## src/inc/bau_pkg.sv

```systemverilog
package bau_pkg;

    // bus and datapath widths
    localparam int BYTE_W = 8;
    localparam int DATA_W = 32;
    localparam int ADDR_W = 5;
    localparam int BE_W   = 4;
    localparam int OP_W   = 5;
    localparam int FLAG_W = 4;
    localparam int NIB_W  = 4;

    // register byte offsets on the slave port
    localparam logic [ADDR_W-1:0] OFF_WORK   = 5'h00;
    localparam logic [ADDR_W-1:0] OFF_FLAGS  = 5'h04;
    localparam logic [ADDR_W-1:0] OFF_MULOP  = 5'h08;
    localparam logic [ADDR_W-1:0] OFF_PRODHI = 5'h0c;
    localparam logic [ADDR_W-1:0] OFF_MEM    = 5'h10;
    localparam logic [ADDR_W-1:0] OFF_IMM    = 5'h14;
    localparam logic [ADDR_W-1:0] OFF_CMD    = 5'h18;

    // bit positions inside the flag register
    localparam int FLAG_ZERO  = 0;
    localparam int FLAG_CARRY = 1;
    localparam int FLAG_NIB   = 2;
    localparam int FLAG_SRF   = 3;

    // reset values
    localparam logic [BYTE_W-1:0] RST_BYTE  = 8'h00;
    localparam logic [FLAG_W-1:0] RST_FLAGS = 4'h0;
    localparam logic [OP_W-1:0]   RST_OP    = 5'h1f;

    // second operand select
    localparam logic [1:0] Y_ZERO = 2'h0;
    localparam logic [1:0] Y_WORK = 2'h1;
    localparam logic [1:0] Y_MEM  = 2'h2;
    localparam logic [1:0] Y_IMM  = 2'h3;

    // carry-in select (for subtracts this is the borrow-in)
    localparam logic [1:0] C_ZERO = 2'h0;
    localparam logic [1:0] C_FLAG = 2'h1;
    localparam logic [1:0] C_ONE  = 2'h2;

    // command codes written into the command register
    typedef enum logic [OP_W-1:0] {
        OP_ADD_IMM,
        OP_ADD_A_M,
        OP_ADD_M_A,
        OP_ADDC_A_M,
        OP_ADDC_M_A,
        OP_ADDC_A,
        OP_ADDC_M,
        OP_NADD_A_M,
        OP_NADD_M_A,
        OP_SUB_IMM,
        OP_SUB_A_M,
        OP_SUB_M_A,
        OP_SUBC_A_M,
        OP_SUBC_M_A,
        OP_SUBC_A,
        OP_SUBC_M,
        OP_INC_M,
        OP_DEC_M,
        OP_CLEAR_M,
        OP_MUL
    } bau_op_e;

endpackage

```

## src/bau_arith_unit.sv

```systemverilog
`timescale 1ns/1ns
`default_nettype none

// Notes on behaviour
// - add immediate to working register, result there, all four flags.
// - memory plus working register into either operand, all four flags.
// - memory plus working register plus carry into either, all flags.
// - add carry alone to working register or memory byte, in place.
// - working register gets memory minus working register, all flags.
// - memory gets working register minus memory, all flags.
// - working register minus immediate via two's complement add, all flags.
// - working register minus memory into working register, all flags.
// - memory minus working register into memory, all flags.
// - working register minus memory minus carry into working register.
// - memory minus working register minus carry into memory.
// - subtract carry alone from working register or memory, in place.
// - increment memory byte, write back, update all four flags.
// - decrement memory byte, write back, update all four flags.
// - clear writes zero to memory byte, flags untouched.
// - unsigned 8x8 multiply, high byte to product-high, low to working.
module bau_arith_unit
    import bau_pkg::*;
(
    input  wire logic              clock,
    input  wire logic              rst,
    input  wire logic [ADDR_W-1:0] avs_address,
    input  wire logic              avs_read,
    input  wire logic              avs_write,
    input  wire logic [BE_W-1:0]   avs_byteenable,
    input  wire logic [DATA_W-1:0] avs_writedata,
    output logic      [DATA_W-1:0] avs_readdata,
    output logic                   avs_waitrequest
);

    // architectural state
    logic [BYTE_W-1:0] working_register;
    logic [BYTE_W-1:0] mul_operand;
    logic [BYTE_W-1:0] product_high;
    logic [BYTE_W-1:0] mem_byte;
    logic [BYTE_W-1:0] imm_byte;
    logic [FLAG_W-1:0] flags;
    logic [OP_W-1:0]   last_op;

    // bus decode
    logic              req;
    logic              wr_go;
    logic              rd_go;
    logic              be_low;
    logic              sel_work;
    logic              sel_flags;
    logic              sel_mulop;
    logic              sel_prodhi;
    logic              sel_mem;
    logic              sel_imm;
    logic              sel_cmd;
    logic [DATA_W-1:0] rd_mux;

    // command decode
    bau_op_e           cmd_op;
    logic              exec;
    logic              d_x_mem;
    logic [1:0]        d_y_sel;
    logic              d_sub;
    logic [1:0]        d_c_sel;
    logic              d_dst_mem;
    logic              d_upd;
    logic              d_valid;
    logic              d_clear;
    logic              d_mul;

    // datapath
    logic [BYTE_W-1:0]   op_x;
    logic [BYTE_W-1:0]   op_y;
    logic                op_c;
    logic [BYTE_W-1:0]   alu_sum;
    logic [FLAG_W-1:0]   alu_flags;
    logic [2*BYTE_W-1:0] product;

    // next values
    logic [BYTE_W-1:0] next_working_register;
    logic [BYTE_W-1:0] next_mul_operand;
    logic [BYTE_W-1:0] next_product_high;
    logic [BYTE_W-1:0] next_mem_byte;
    logic [BYTE_W-1:0] next_imm_byte;
    logic [FLAG_W-1:0] next_flags;
    logic [OP_W-1:0]   next_last_op;

    // one wait state per access: a write is taken on the edge at which
    // waitrequest is seen low; read data is captured one edge earlier
    assign req    = avs_read | avs_write;
    assign wr_go  = avs_write & ~avs_waitrequest;
    assign rd_go  = avs_read & ~avs_waitrequest;
    assign be_low = avs_byteenable[0];

    // address decode; misaligned or unlisted addresses hit nothing
    assign sel_work   = (avs_address == OFF_WORK);
    assign sel_flags  = (avs_address == OFF_FLAGS);
    assign sel_mulop  = (avs_address == OFF_MULOP);
    assign sel_prodhi = (avs_address == OFF_PRODHI);
    assign sel_mem    = (avs_address == OFF_MEM);
    assign sel_imm    = (avs_address == OFF_IMM);
    assign sel_cmd    = (avs_address == OFF_CMD);

    // read mux; bytes sit in the low lane, upper bits and holes read zero
    assign rd_mux =
        sel_work   ? {{(DATA_W-BYTE_W){1'b0}}, working_register} :
        sel_flags  ? {{(DATA_W-FLAG_W){1'b0}}, flags} :
        sel_mulop  ? {{(DATA_W-BYTE_W){1'b0}}, mul_operand} :
        sel_prodhi ? {{(DATA_W-BYTE_W){1'b0}}, product_high} :
        sel_mem    ? {{(DATA_W-BYTE_W){1'b0}}, mem_byte} :
        sel_imm    ? {{(DATA_W-BYTE_W){1'b0}}, imm_byte} :
        sel_cmd    ? {{(DATA_W-OP_W){1'b0}}, last_op} :
                     {DATA_W{1'b0}};

    // a command runs in the same edge as its write completes
    assign cmd_op = bau_op_e'(avs_writedata[OP_W-1:0]);
    assign exec   = wr_go & sel_cmd & be_low;

    // per-command operand steering
    always_comb begin
        d_x_mem   = 1'b0;
        d_y_sel   = Y_ZERO;
        d_sub     = 1'b0;
        d_c_sel   = C_ZERO;
        d_dst_mem = 1'b0;
        d_upd     = 1'b1;
        d_valid   = 1'b1;
        d_clear   = 1'b0;
        d_mul     = 1'b0;
        case (cmd_op)
            OP_ADD_IMM: begin
                d_y_sel = Y_IMM;
            end
            OP_ADD_A_M: begin
                d_y_sel = Y_MEM;
            end
            OP_ADD_M_A: begin
                d_y_sel   = Y_MEM;
                d_dst_mem = 1'b1;
            end
            OP_ADDC_A_M: begin
                d_y_sel = Y_MEM;
                d_c_sel = C_FLAG;
            end
            OP_ADDC_M_A: begin
                d_y_sel   = Y_MEM;
                d_c_sel   = C_FLAG;
                d_dst_mem = 1'b1;
            end
            OP_ADDC_A: begin
                d_c_sel = C_FLAG;
            end
            OP_ADDC_M: begin
                d_x_mem   = 1'b1;
                d_c_sel   = C_FLAG;
                d_dst_mem = 1'b1;
            end
            OP_NADD_A_M: begin
                d_x_mem = 1'b1;
                d_y_sel = Y_WORK;
                d_sub   = 1'b1;
            end
            OP_NADD_M_A: begin
                d_y_sel   = Y_MEM;
                d_sub     = 1'b1;
                d_dst_mem = 1'b1;
            end
            OP_SUB_IMM: begin
                d_y_sel = Y_IMM;
                d_sub   = 1'b1;
            end
            OP_SUB_A_M: begin
                d_y_sel = Y_MEM;
                d_sub   = 1'b1;
            end
            OP_SUB_M_A: begin
                d_x_mem   = 1'b1;
                d_y_sel   = Y_WORK;
                d_sub     = 1'b1;
                d_dst_mem = 1'b1;
            end
            OP_SUBC_A_M: begin
                d_y_sel = Y_MEM;
                d_sub   = 1'b1;
                d_c_sel = C_FLAG;
            end
            OP_SUBC_M_A: begin
                d_x_mem   = 1'b1;
                d_y_sel   = Y_WORK;
                d_sub     = 1'b1;
                d_c_sel   = C_FLAG;
                d_dst_mem = 1'b1;
            end
            OP_SUBC_A: begin
                d_sub   = 1'b1;
                d_c_sel = C_FLAG;
            end
            OP_SUBC_M: begin
                d_x_mem   = 1'b1;
                d_sub     = 1'b1;
                d_c_sel   = C_FLAG;
                d_dst_mem = 1'b1;
            end
            OP_INC_M: begin
                d_x_mem   = 1'b1;
                d_c_sel   = C_ONE;
                d_dst_mem = 1'b1;
            end
            OP_DEC_M: begin
                d_x_mem   = 1'b1;
                d_sub     = 1'b1;
                d_c_sel   = C_ONE;
                d_dst_mem = 1'b1;
            end
            OP_CLEAR_M: begin
                d_clear = 1'b1;
                d_upd   = 1'b0;
            end
            OP_MUL: begin
                d_mul = 1'b1;
                d_upd = 1'b0;
            end
            default: begin
                d_valid = 1'b0;
                d_upd   = 1'b0;
            end
        endcase
    end

    // operand muxes; inc and dec reuse the carry-in as the constant one
    assign op_x = d_x_mem ? mem_byte : working_register;
    assign op_y = (d_y_sel == Y_WORK) ? working_register :
                  (d_y_sel == Y_MEM)  ? mem_byte :
                  (d_y_sel == Y_IMM)  ? imm_byte : RST_BYTE;
    assign op_c = (d_c_sel == C_FLAG) ? flags[FLAG_CARRY] :
                  (d_c_sel == C_ONE);

    bau_adder u_adder (
        .x                  (op_x),
        .y                  (op_y),
        .cin                (op_c),
        .sub                (d_sub),
        .sum                (alu_sum),
        .zero               (alu_flags[FLAG_ZERO]),
        .carry              (alu_flags[FLAG_CARRY]),
        .nibble_carry       (alu_flags[FLAG_NIB]),
        .signed_range_fault (alu_flags[FLAG_SRF])
    );

    // unsigned product, both halves land in one edge
    assign product = working_register * mul_operand;

    // software writes and command results never collide: one access at a time
    assign next_working_register =
        (wr_go && sel_work && be_low)  ? avs_writedata[BYTE_W-1:0] :
        (exec && d_mul)                ? product[BYTE_W-1:0] :
        (exec && d_upd && !d_dst_mem)  ? alu_sum :
                                         working_register;
    assign next_mem_byte =
        (wr_go && sel_mem && be_low)   ? avs_writedata[BYTE_W-1:0] :
        (exec && d_clear)              ? RST_BYTE :
        (exec && d_upd && d_dst_mem)   ? alu_sum :
                                         mem_byte;
    assign next_product_high =
        (wr_go && sel_prodhi && be_low) ? avs_writedata[BYTE_W-1:0] :
        (exec && d_mul)                 ? product[2*BYTE_W-1:BYTE_W] :
                                          product_high;
    assign next_flags =
        (wr_go && sel_flags && be_low) ? avs_writedata[FLAG_W-1:0] :
        (exec && d_upd)                ? alu_flags :
                                         flags;
    assign next_mul_operand = (wr_go && sel_mulop && be_low)
                            ? avs_writedata[BYTE_W-1:0] : mul_operand;
    assign next_imm_byte    = (wr_go && sel_imm && be_low)
                            ? avs_writedata[BYTE_W-1:0] : imm_byte;
    // an unknown code is dropped but still recorded, so software can see it
    assign next_last_op     = exec ? avs_writedata[OP_W-1:0] : last_op;

    // bus handshake: answer one edge after the request is seen
    always_ff @(posedge clock) begin
        if (rst) begin
            avs_waitrequest <= 1'b1;
            avs_readdata    <= {DATA_W{1'b0}};
        end else begin
            avs_waitrequest <= ~(req & avs_waitrequest);
            avs_readdata    <= (avs_read && avs_waitrequest) ? rd_mux
                                                             : avs_readdata;
        end
    end

    // datapath registers
    always_ff @(posedge clock) begin
        if (rst) begin
            working_register <= RST_BYTE;
            mem_byte         <= RST_BYTE;
            product_high     <= RST_BYTE;
            mul_operand      <= RST_BYTE;
            imm_byte         <= RST_BYTE;
            flags            <= RST_FLAGS;
            last_op          <= RST_OP;
        end else begin
            working_register <= next_working_register;
            mem_byte         <= next_mem_byte;
            product_high     <= next_product_high;
            mul_operand      <= next_mul_operand;
            imm_byte         <= next_imm_byte;
            flags            <= next_flags;
            last_op          <= next_last_op;
        end
    end
endmodule

`default_nettype wire

```

## src/bau_adder.sv

```systemverilog
`timescale 1ns/1ns
`default_nettype none

// one 8-bit adder serves adds and subtracts; subtracts invert the second
// operand and the carry sense so borrows come out directly
module bau_adder
    import bau_pkg::*;
(
    input  wire logic [BYTE_W-1:0] x,
    input  wire logic [BYTE_W-1:0] y,
    input  wire logic              cin,
    input  wire logic              sub,
    output logic      [BYTE_W-1:0] sum,
    output logic                   zero,
    output logic                   carry,
    output logic                   nibble_carry,
    output logic                   signed_range_fault
);

    logic [BYTE_W-1:0] y_eff;
    logic              cin_eff;
    logic [BYTE_W:0]   full;
    logic [NIB_W:0]    low;

    // x - y - b is x + ~y + !b
    assign y_eff   = sub ? ~y : y;
    assign cin_eff = sub ? ~cin : cin;
    assign full    = {1'b0, x} + {1'b0, y_eff} + {{BYTE_W{1'b0}}, cin_eff};
    assign low     = {1'b0, x[NIB_W-1:0]} + {1'b0, y_eff[NIB_W-1:0]}
                   + {{NIB_W{1'b0}}, cin_eff};

    // flags: carry/borrow out of bit 7 and bit 3, signed overflow
    assign sum                = full[BYTE_W-1:0];
    assign zero               = (full[BYTE_W-1:0] == RST_BYTE);
    assign carry              = sub ? ~full[BYTE_W] : full[BYTE_W];
    assign nibble_carry       = sub ? ~low[NIB_W] : low[NIB_W];
    assign signed_range_fault = (x[BYTE_W-1] == y_eff[BYTE_W-1])
                              && (full[BYTE_W-1] != x[BYTE_W-1]);

endmodule

`default_nettype wire

```

## config.mk

```make
export PLATFORM = sky130hd
export DESIGN_NAME = bau_arith_unit
export DESIGN_NICKNAME = d
export VERILOG_FILES = /design/src/inc/bau_pkg.sv /design/src/bau_arith_unit.sv /design/src/bau_adder.sv
export SDC_FILE = /design/constraint.sdc
export NUM_CORES = 1
export LEC_CHECK = 0
export BUFFER_PORTS_ARGS = -buffer_cell sky130_fd_sc_hd__buf_2
export CAP_MARGIN = 20
export CORE_ASPECT_RATIO = 1.75
export CORE_MARGIN = 1
export CORE_UTILIZATION = 47
export DETAILED_ROUTE_END_ITERATION = 10
export HOLD_SLACK_MARGIN = 0.02
export PLACE_DENSITY_LB_ADDON = 0.3
export SLEW_MARGIN = 20
export SYNTH_ARGS = -nofsm -noshare
export SYNTH_HDL_FRONTEND = slang
export SYNTH_SLANG_ARGS = --single-unit
```

## constraint.sdc

```tcl
create_clock -name clock -period 5.5 [get_ports clock]
set_input_delay 1.375 -clock clock [delete_from_list [all_inputs] [get_ports clock]]
set_output_delay 1.375 -clock clock [all_outputs]
set_load 0.01 [all_outputs]
```

# Word-level counts from Yosys, hierarchy flattened

Cells that the tools add are included.

Multiply operators: 1
Equal/unequal tests: 32
$add $sub $neg: 4
Multiplexer cells: 34
Bitwise gates (word level): 11
Reduce and logical (&&, ||, !) cells: 36

Operators by type and width:

| cell                                                                  | count |
|---|---|
| 8-bit 2-to-1 mux                                                      | 19 |
| 5-bit by 4-bit equality test with 1-bit output, second input constant | 10 |
| 5-bit equality test, second input constant                            | 7 |
| 5-bit by 3-bit equality test with 1-bit output, second input constant | 5 |
| 1-bit logical AND                                                     | 19 |
| 18-bit OR reduction                                                   | 1 |
| 8-bit by 8-bit multiplier with 16-bit output                          | 1 |
| 7-bit OR reduction                                                    | 2 |
| 5-bit by 2-bit equality test with 1-bit output, second input constant | 2 |
| 5-bit zero test                                                       | 2 |
| 1-bit 2-to-1 mux                                                      | 10 |
| 10-bit OR reduction                                                   | 1 |
| 8-bit by 8-bit adder with 9-bit output                                | 1 |
| 9-bit by 1-bit adder with 9-bit output                                | 1 |
| 9-bit OR reduction                                                    | 1 |
| 8-bit zero test                                                       | 1 |
| 4-bit 2-to-1 mux                                                      | 2 |
| 8-bit inverter                                                        | 1 |
| 8-bit OR reduction                                                    | 1 |
| 2-bit equality test, second input constant                            | 3 |
| 2-bit case mux with 3 select lines                                    | 1 |
| 3-bit nonzero test                                                    | 2 |
| 4-bit by 4-bit adder with 5-bit output                                | 1 |
| 5-bit by 1-bit adder with 5-bit output                                | 1 |
| 13 further kinds                                                      | 23 |

Flip-flop bits (word level): 82
Bits of input ports: 45
Output and inout bits: 33
Word-level logic and storage cells: 127

# Depth between registers and ports, before layout

Gate-level depths: netlist (run 1).

Word-level depth: 15
Mapped depth: 17

# Cells and area by module

Synthesis (run 1) repeated with hierarchy kept, for this count alone.

Cell total of the unflattened synthesis: 748
Area total of the unflattened synthesis: 6251.0 um^2

By module, submodules not included:

| module         | instances | area an instance (um^2) | seq. area each (um^2) | cells an instance |
|---|---|---|---|---|
| bau_arith_unit | 1         | 5759.3                  | 1161.1                | 689 |
| bau_adder      | 1         | 491.7                   | 0.0                   | 59 |

# Worst setup path after synthesis (run 1)

No wires, ideal clock.

Path type: in2reg
From: input avs_writedata[2]
To: register flags[0]
Stages on the path: 14
Setup slack: 469 ps
Data required time: 5441 ps
Setup time: 59 ps
Data arrival time: 4972 ps
Buffers on the path: 2
Cell sequence: clkbuf_1 nor4b_1 o21ai_0 o21ai_0 clkbuf_1 o22ai_1 a32oi_1 o21ai_0 fa_1 fa_1 xor2_1 or4_1 nor4_1 a31o_1

Cells in the longest elaborated chain, start to end: 14
Elaborated cells on any way between the ends: 52
Classes of those cells: 2 x add/sub; 22 x eq/ne; 14 x mux; 2 x bitwise; 12 x reduce/logical

RTL lines:

| element                                                                | RTL line              | text |
|---|---|---|
| from (decl)                                                            | bau_arith_unit.sv:30  | `input wire logic [DATA_W-1:0] avs_writedata,` |
| 5-bit by 4-bit equality test with 1-bit output (tied with other cells) | bau_arith_unit.sv:130 | `case (cmd_op)` |
| 7-bit OR reduction (no source line) (tied with other cells)            | --                    |  |
| 2-bit case mux with 3 select lines                                     | bau_arith_unit.sv:130 |  |
| 2-bit equality test                                                    | bau_arith_unit.sv:234 | `(d_y_sel == Y_IMM) ? imm_byte : RST_BYTE;` |
| 8-bit 2-to-1 mux                                                       | bau_arith_unit.sv:234 |  |
| 8-bit 2-to-1 mux                                                       | bau_arith_unit.sv:233 | `(d_y_sel == Y_MEM) ? mem_byte :` |
| 8-bit 2-to-1 mux                                                       | bau_arith_unit.sv:232 | `assign op_y = (d_y_sel == Y_WORK) ? working_register :` |
| 8-bit inverter                                                         | bau_adder.sv:26       | `assign y_eff = sub ? ~y : y;` |
| 8-bit 2-to-1 mux                                                       | bau_adder.sv:26       |  |
| 8-bit by 8-bit adder with 9-bit output                                 | bau_adder.sv:28       | `assign full = {1'b0, x} + {1'b0, y_eff} + {{BYTE_W{1'b0}}, cin_eff};` |
| 9-bit by 1-bit adder with 9-bit output                                 | bau_adder.sv:28       |  |
| 8-bit zero test                                                        | bau_adder.sv:34       | `assign zero = (full[BYTE_W-1:0] == RST_BYTE);` |
| 4-bit 2-to-1 mux                                                       | bau_arith_unit.sv:270 | `(exec && d_upd) ? alu_flags :` |
| 4-bit 2-to-1 mux                                                       | bau_arith_unit.sv:269 | `(wr_go && sel_flags && be_low) ? avs_writedata[FLAG_W-1:0] :` |
| to (signal assigned)                                                   | bau_arith_unit.sv:307 | `flags <= next_flags;` |
| to (decl)                                                              | bau_arith_unit.sv:41  | `logic [FLAG_W-1:0] flags;` |

Parallel ways exist; a longest one is shown, timed or not. The select of a mux whose other input is x is not followed.
A chain may end at the register's enable or synchronous reset.

# Worst setup path in the final report (run 1)

From: register working_register[3]
To: register product_high[6]

Cells in the longest elaborated chain, start to end: 3

RTL lines:

| element                                      | RTL line              | text |
|---|---|---|
| from (decl)                                  | bau_arith_unit.sv:36  | `logic [BYTE_W-1:0] working_register;` |
| from (signal assigned)                       | bau_arith_unit.sv:302 | `working_register <= next_working_register;` |
| 8-bit by 8-bit multiplier with 16-bit output | bau_arith_unit.sv:251 | `assign product = working_register * mul_operand;` |
| 8-bit 2-to-1 mux                             | bau_arith_unit.sv:266 | `(exec && d_mul) ? product[2*BYTE_W-1:BYTE_W] :` |
| 8-bit 2-to-1 mux                             | bau_arith_unit.sv:265 | `(wr_go && sel_prodhi && be_low) ? avs_writedata[BYTE_W-1:0] :` |
| to (signal assigned)                         | bau_arith_unit.sv:304 | `product_high <= next_product_high;` |
| to (decl)                                    | bau_arith_unit.sv:38  | `logic [BYTE_W-1:0] product_high;` |

Every way passes these cells. The select of a mux whose other input is x is not followed.

==> flow_metrics.tcl, run 1 <==
set metrics [dict create \
    cellPowerDensity_nw_per_um2 170 \
    max_clock_freq_mhz 198 \
    routed_wl_mm 19.1 \
    core_area_sq_um 12500 \
    slew_headroom_pct 29.8 \
    ys_warn_count 0 \
    cts_root_buf "clkbuf_16" \
    firstDrtPassIters 6 \
    worst_pin_slew_ns 1.05 \
    layout-area-overhead-vs-synth_pct 7.57 \
    die_y_microns 152 \
    hold_viol 0 \
    initial_core_util_pct 48.1 \
    clock_latency_ns 0.33 \
    clk_pin_slew_ns 0.05 \
    vdd_drop_max_mv 0.179 \
    dpl.hpwl_mm 14.6 \
    fin_crit_ns 5.06 \
    syn_area_per_cell_sq_um 8.01 \
    required_ns 5.77 \
    row_count 54 \
    clock_path_buffers 2 \
    power_uw 1100 \
    synth_edf_count 0 \
    io_buffers 26 \
    cts_buffers 9 \
    synth_top_area_share_pct 19.3 \
    slew_viol_final 0 \
    setup_viol 0 \
    critical_path_class "reg2reg" \
    die-area_sq_um 13300 \
    grt_pass1_wl_mm 30.0 \
    syn_inst 751 \
    grt_overflow 0 \
    syn_area_sq_um 6020 \
    worstPathMaxFanout 12 \
    hold_path_class "reg2reg" \
    grt_max_degree 27 \
    fin_nets 884 \
    arrival_ns 5.33 \
    ys_seq_elements 58 \
    post_cts_resized 0 \
    nFillCells 1249 \
    h-tree-depth 3 \
    final_common_cell "nand2_1" \
    io_pins 78 \
    synth_async_sr_flop_share_pct 0 \
    grt_pass1_vias 5684 \
    cts_hold_buf 0 \
    antenna_found_initial 0 \
    leakagePower_uw 0.00296 \
    detail_route.wl_per_cell_microns 20.6 \
    clock_skew_ns 0.00708 \
    diodes 0 \
    die_x_microns 87.5 \
    layout_common_cells "nand2_1, dfxtp_1, inv_1, nor2_1" \
    gp_congestion 0.998 \
    fin_crit_sh_pct 92.1 \
    cp-start-kind "flop" \
    synth_top_cell_by_area "dfxtp_1" \
    drtIter0Drc 415 \
    post_cts_buffers 0 \
    cts_tree "built" \
    synth_area_leaders "dfxtp_1, fa_1, ha_1" \
    synth_flop_cell "dfxtp_1" \
    synth.yosys.seq_area_share_pct 19.3 \
    status "finished, final reports clean" \
    setup_tns_ns 0 \
    avgViaCountPerCell 6.15 \
    drc 0 \
    cap_violations 0 \
    vias 5728 \
    ant_nets 0 \
    yosysUniqueCellTypes 70 \
    drive_gt1_share_pct 9.17 \
    cts_sinks 58 \
    rsz0062_at_grt "false" \
    cp-end-kind "flop" \
    track_usage_pct 30.4 \
]
-- state kept, by name (all words and copies together), names as in the netlist --
name and cells:
working_register 8, imm_byte 8, last_op 5, mem_byte 8, avs_readdata 8, flags 4, mul_operand 8, avs_waitrequest 1
product_high 8
-- path summary, 6_finish.rpt --
kind | from | end | slack [ns] | cells past startpoint
max | working_register[3] | product_high[6] | 0.44 | 13
min | last_op[4] | last_op[4] | 0.46 | 2
max reg2reg | working_register[3] | product_high[6] | 0.44 | 13
min reg2reg | last_op[4] | last_op[4] | 0.46 | 2
-- through the flow --
| step | hold WS, ns | setup slack [ns] | area, sq um | std cells | util, % |
|---|---|---|---|---|---|
| floorplan | 0.432 | 0.469 | 6100 | 774 | - |
| global placement | 0.443 | 0.481 | 6200 | 914 | 49.6 |
| detailed placement | 0.452 | 0.357 | 6200 | 914 | 49.6 |
| CTS | 0.458 | 0.490 | 6470 | 930 | 51.7 |
| global route | 0.481 | 0.162 | 6470 | 931 | 51.8 |
| finish | 0.456 | 0.437 | 6470 | 931 | 51.8 |
-- cell usage after synthesis (3+ instances only) --
library cell / number
nand2_1: 69
dfxtp_1: 58
inv_1: 56
nor2_1: 56
o21ai_0: 44
ha_1: 43
fa_1: 38
clkbuf_1: 35
a21oi_1: 34
and2_1: 33
buf_4: 24
nor3_1: 23
mux2i_1: 15
nand3_1: 15
o22ai_1: 15
a221oi_1: 13
a211oi_1: 11
xnor2_1: 11
xor2_1: 11
a22oi_1: 10
nand2b_1: 10
a22o_1: 9
a21o_1: 8
a31oi_1: 7
and3_1: 7
buf_2: 7
mux2_2: 7
or3_1: 7
a222oi_1: 5
nor2b_1: 5
nor4_1: 5
and3b_1: 4
buf_1: 4
o21a_1: 4
a2111oi_0: 3
o211ai_1: 3
-- cell type report --
type	count	area, sq um	area share, %
Clock inverter	3	15.0	0.232
Multi-Input combinational cell	590	4370	67.5
Inverter	56	210	3.25
Clock buffer	13	250	3.87
Tap cell	168	210	3.25
Timing Repair Buffer	43	255	3.94
Sequential cell	58	1160	17.9
-- cell families (layout without fill, tap and decap cells) --
| group | count (synthesis) | count (layout) | share of synthesized area, % |
|---|---|---|---|
| buf+inv | 126 | 115 | 9.50 |
| xor+xnor | 22 | 22 | 3.20 |
| other cells | 1 | 24 | 0.0623 |
| mux | 22 | 22 | 3.81 |
| compound gates | 189 | 189 | 21.2 |
| flops | 58 | 58 | 19.3 |
| simple gates | 252 | 252 | 21.4 |
| fa+ha+maj | 81 | 81 | 21.6 |
-- per-layer routing --
| layer | global-route usage [%] | vias up | wire length [microns] |
|---|---|---|---|
| met4 | 23.7 | 0 | 1400 |
| met3 | 3.63 | 79 | 853 |
| met2 | 55.6 | 223 | 10400 |
| li1 | - | 2624 | - |
| met5 | 0 | - | 0 |
| met1 | 30.7 | 2802 | 6510 |
-- power breakdown --
part	leakage, uW	internal (uW)	switching, uW
clock	0.000133	314	191
combinational	0.00235	53.2	109
sequential	0.000469	426	4.15
-- worst max-delay path, stage by stage, from the launching register on --
cell and delay (ns):
dfxtp_1 0.73, nand2_1 0.15, fa_1 0.50, inv_1 0.06
fa_1 0.52, fa_1 0.54, fa_1 0.50, ha_1 0.37
o21ai_0 0.11, a21oi_1 0.24, a21boi_0 0.44, a31oi_1 0.20
a2111oi_0 0.46, a221o_1 0.18
No activity file was read; power rests on OpenSTA's default activity.
==> run 2, diff against run 1 <==
--- a/config.mk
+++ b/config.mk
@@ -12,7 +12,7 @@
 export CORE_UTILIZATION = 47
 export DETAILED_ROUTE_END_ITERATION = 10
 export HOLD_SLACK_MARGIN = 0.02
-export PLACE_DENSITY_LB_ADDON = 0.3
+export PLACE_DENSITY = 0.74
 export SLEW_MARGIN = 20
 export SYNTH_ARGS = -nofsm -noshare
 export SYNTH_HDL_FRONTEND = slang
==> run 2 against run 1 <==
Net effect:
- combinational power about the same
- critical path type unchanged
- non-clock buffer count increased by 2
- sequential power about the same
==> flow_metrics.tcl, run 2 (synthesis gave the netlist of run 1 again) <==
set metrics [dict create \
    status "finished, final reports clean" \
    vias 5661 \
    min_path_cells 2 \
    rsz0062_at_grt "false" \
    gp_congestion 1.01 \
    slew_viol_final 0 \
    h-tree-depth 3 \
    die_y_microns 152 \
    ant_nets 0 \
    cts_buffers 9 \
    antenna_found_initial 0 \
    critical_path_class "reg2reg" \
    cap_violations 0 \
    crit_family "adder cells" \
    grt_pass1_vias 5593 \
    cellPowerDensity_nw_per_um2 185 \
    hold_path_class "reg2reg" \
    detail_route.wl_per_cell_microns 19.6 \
    track_usage_pct 29.8 \
    required_ns 5.78 \
    layout-area-overhead-vs-synth_pct 8.94 \
    cp-start-kind "flop" \
    fin_nets 886 \
    multi_input_area_sq_um 4370 \
    drive_gt1_share_pct 9.67 \
    nFillCells 1202 \
    drtIter0Drc 357 \
    cp_cell_sequence "nand2_1 > fa_1 > inv_1 > fa_1 > fa_1 > fa_1 > ha_1 > o21ai_0 > a21oi_1 > a21boi_0 > a31oi_1 > a2111oi_0 > a221o_1" \
    firstDrtPassIters 7 \
    diodes 0 \
    clk_pin_slew_ns 0.05 \
    cts_root_buf "clkbuf_16" \
    post_cts_buffers 0 \
    cts_tree "built" \
    slew_headroom_pct 27.3 \
    final_cells 933 \
    setup_tns_ns 0 \
    grt_max_degree 34 \
    cts_sinks 58 \
    hold_viol 0 \
    path_buf_inv 1 \
    crit_slowest_cell "dfxtp_1" \
    leakagePower_uw 0.00300 \
    dp.cells 917 \
    r2r_cells 13 \
    initial_core_util_pct 48.1 \
    arrival_ns 5.18 \
    dpl.hpwl_mm 14.0 \
    layout_common_cells "nand2_1, dfxtp_1, inv_1, nor2_1" \
    cts_hold_buf 0 \
    grt_pass1_wl_mm 29.5 \
    clock_latency_ns 0.34 \
    worst_pin_slew_ns 1.08 \
    avgViaCountPerCell 6.07 \
    fin_crit_ns 4.90 \
    regArea_sq_um 1160 \
    cp-end-kind "flop" \
    core_area_sq_um 12500 \
    die_x_microns 87.5 \
    routed_wl_mm 18.3 \
    fin_crit_sh_pct 89.1 \
    final_common_cell "nand2_1" \
    slowest_delay_ns 0.71 \
    worstPathMaxFanout 12 \
    die-area_sq_um 13300 \
    setup_viol 0 \
    io_pins 78 \
    post_cts_resized 0 \
    fin_hold_ws_ns 0.456 \
    io_buffers 26 \
    max_clock_freq_mhz 204 \
    clock_path_buffers 2 \
    clock_skew_ns 0.00710 \
    vdd_drop_max_mv 0.149 \
    crit_top_cell "fa_1" \
    drc 0 \
    row_count 54 \
    cp_num_cells 13 \
    grt_overflow 0 \
]
==> run 2: path summary, 6_finish.rpt <==
check | endpoint | from | slack [ns]
max | product_high[6] | working_register[2] | 0.60
min | last_op[2] | last_op[2] | 0.46
max reg2reg | product_high[6] | working_register[2] | 0.60
min reg2reg | last_op[2] | last_op[2] | 0.46
==> run 2: tightest hold or removal path, delay by kind of cell, from the launching register on <==
family | cells | cell delay, ns
flops | 1 | 0.32
simple gates | 2 | 0.11
==> run 2: per-layer routing <==
metal	routed length [microns]	vias up	global-route usage (%)	part of all wire [%]
li1	-	2630	-	-
met3	961	84	4.55	5.3
met1	6240	2702	29.7	34
met2	9820	245	55.9	54
met4	1230	0	19.0	6.7
met5	0	-	0	0
==> run 2: cell type report <==
type / count / share of cell area [%]
clock inverters: 4 / 1.13
multi-input cells: 590 / 66.7
well taps: 168 / 3.21
inverters: 56 / 3.21
clock buffers: 12 / 3.91
repair buffers: 45 / 4.16
flip-flops and latches: 58 / 17.7
==> run 2: power breakdown <==
part           total, uW  internal (uW)  switching, uW
Sequential           431            426           4.69
Combinational        159           52.7            106
Clock                625            421            204
==> run 2: stage by stage <==
stage	power, uW	setup slack (ns)	instance area (sq um)	utilization, %
final	1210	0.601	6550	52.4
after global routing	1240	0.390	6550	52.4
after CTS	1210	0.639	6550	52.4
after detailed placement	594	0.433	6220	49.8
after global placement	593	0.460	6220	49.8
after floorplan	555	0.469	6100	-
==> run 3, diff against run 2 <==
--- a/config.mk
+++ b/config.mk
@@ -10,8 +10,9 @@
 export CORE_ASPECT_RATIO = 1.75
 export CORE_MARGIN = 1
 export CORE_UTILIZATION = 47
+export CTS_BUF_LIST = sky130_fd_sc_hd__clkbuf_16
 export DETAILED_ROUTE_END_ITERATION = 10
-export HOLD_SLACK_MARGIN = 0.02
+export HOLD_SLACK_MARGIN = 0.08
 export PLACE_DENSITY = 0.74
 export SLEW_MARGIN = 20
 export SYNTH_ARGS = -nofsm -noshare
==> run 3 against run 2 <==
Net effect:
- sequential power barely moved
- clock skew hardly changed
- core utilization is 0.16 points lower
- routed wire length down 0.16%
- total power is 2.5% lower
- via count about the same
- first-iteration DRC count up 15%
- flip-flop and latch count stayed put
- critical endpoint unchanged
- largest power group unchanged
==> flow_metrics.tcl, run 3 (synthesis gave the netlist of run 1 again) <==
set metrics [dict create \
    clockPowerShare_pct 50.2 \
    r2r_cells 13 \
    firstDrtPassIters 9 \
    layout_common_cells "nand2_1, dfxtp_1, inv_1, nor2_1" \
    gp_congestion 1.01 \
    die_x_microns 87.5 \
    p_seq_share_pct 36.4 \
    clk_pin_slew_ns 0.05 \
    arrival_ns 5.19 \
    cp-end-kind "flop" \
    min_path_cells 2 \
    row_count 54 \
    fin_nets 886 \
    grt_max_degree 34 \
    post_cts_buffers 0 \
    dpl.hpwl_mm 14.0 \
    required_ns 5.78 \
    avgViaCountPerCell 6.07 \
    drtIter0Drc 410 \
    grt_overflow 0 \
    layout-area-overhead-vs-synth_pct 8.61 \
    status "finished, final reports clean" \
    max_clock_freq_mhz 204 \
    intPower_uw 870 \
    cts_buffers 9 \
    detail_route.wl_per_cell_microns 19.5 \
    cp_cell_sequence "nand2_1 > fa_1 > inv_1 > fa_1 > fa_1 > fa_1 > ha_1 > o21ai_0 > a21oi_1 > a21boi_0 > a31oi_1 > a2111oi_0 > a221o_1" \
    cts_hold_buf 0 \
    core_area_sq_um 12500 \
    slowest_delay_ns 0.71 \
    antenna_found_initial 0 \
    vdd_drop_max_mv 0.167 \
    cts_root_buf "clkbuf_16" \
    leakagePower_uw 0.00299 \
    setup_tns_ns 0 \
    crit_slowest_cell "dfxtp_1" \
    reg2reg_from "working_register[2]" \
    routed_wl_mm 18.2 \
    min_to "last_op[2]" \
    io_buffers 26 \
    post_cts_resized 0 \
    hold_viol 0 \
    critical_path_class "reg2reg" \
    nFillCells 1207 \
    die_y_microns 152 \
    vias 5663 \
    slew_headroom_pct 28.2 \
    worstPathMaxFanout 12 \
    hold_path_class "reg2reg" \
    io_pins 78 \
    drc 0 \
    crit_top_cell "fa_1" \
    cp-start-kind "flop" \
    clock_skew_ns 0.00736 \
    rsz0062_at_grt "false" \
    setup_viol 0 \
    fin_crit_sh_pct 89.2 \
    slew_viol_final 0 \
    post-route-util_pct 52.3 \
    hold_start "last_op[2]" \
    die-area_sq_um 13300 \
    ant_nets 0 \
    r2r_end "product_high[6]" \
    worst_pin_slew_ns 1.07 \
    cts_tree "built" \
    cp-startpoint "working_register[2]" \
    initial_core_util_pct 48.1 \
    grt_pass1_vias 5622 \
    grt_pass1_wl_mm 29.5 \
    combPwrFrac_pct 13.4 \
    rrSetupSlack_ns 0.59 \
    diodes 0 \
    switching_power_uw 313 \
    cts_sinks 58 \
    cellPowerDensity_nw_per_um2 181 \
    swShare_pct 26.5 \
    fin_crit_ns 4.91 \
    clock_path_buffers 2 \
    track_usage_pct 29.8 \
    h-tree-depth 3 \
    final_common_cell "nand2_1" \
    cap_violations 0 \
    drive_gt1_share_pct 9.41 \
    clock_latency_ns 0.34 \
]
run 3: changes by cell type in the layout (fill, tap and decap cells not counted), sizes merged:
| cell | before | now |
|---|---|---|
| inv | 56 | 57 |
| clkinv | 2 | 4 |
| clkbuf | 12 | 9 |
run 3: area by class of cell:
type                    instances  area [sq um]  area share, %
clock buffers                   9           225           3.45
clock inverters                 7          85.1           1.30
inverters                      56           210           3.22
multi-input cells             590          4370           66.9
flip-flops and latches         58          1160           17.8
well taps                     168           210           3.22
repair buffers                 45           273           4.17
run 3: worst max-delay path by stage:
stage	to	slack, ns	cells past startpoint
floorplan	flags[0]	0.47	14
global placement	working_register[6]	0.46	14
detailed placement	flags[1]	0.43	15
CTS	product_high[6]	0.64	13
global route	product_high[6]	0.39	13
finish	product_high[6]	0.59	13
run 3: metal layers:
layer | up-vias | global-route usage, % | routed length [microns]
met5 | - | 0 | 0
met4 | 0 | 18.8 | 1250
met3 | 91 | 4.23 | 1040
met2 | 256 | 56.1 | 9840
met1 | 2689 | 30.2 | 6100
li1 | 2627 | - | -
run 3: power groups by stage:
stage | combinational [uW] | sequential (uW) | clock (uW)
3_3_place_gp | 153 | 439 | 0
3_5_place_dp | 155 | 439 | 0
4_1_cts | 155 | 431 | 595
2_1_floorplan | 115 | 440 | 0
6_report | 159 | 431 | 594
5_1_grt | 173 | 431 | 608
run 3: per-stage QoR:
stage,instances,area [sq um],setup WS [ns],hold WS (ns),power [uW]
2_1_floorplan,774,6100,0.469,0.432,555
3_3_place_gp,917,6220,0.460,0.442,593
3_5_place_dp,917,6220,0.433,0.449,594
4_1_cts,933,6530,0.639,0.461,1180
5_1_grt,933,6530,0.391,0.483,1210
6_report,933,6530,0.594,0.456,1180
run 3: critical path, delay by kind of cell (launching register included):
family	cells	cell delay, ns
AO/OA/AOI/OAI	6	1.48
flip-flops	1	0.71
buffers and inverters	1	0.05
adder cells (fa/ha/maj)	5	2.43
AND/OR/NAND/NOR	1	0.16
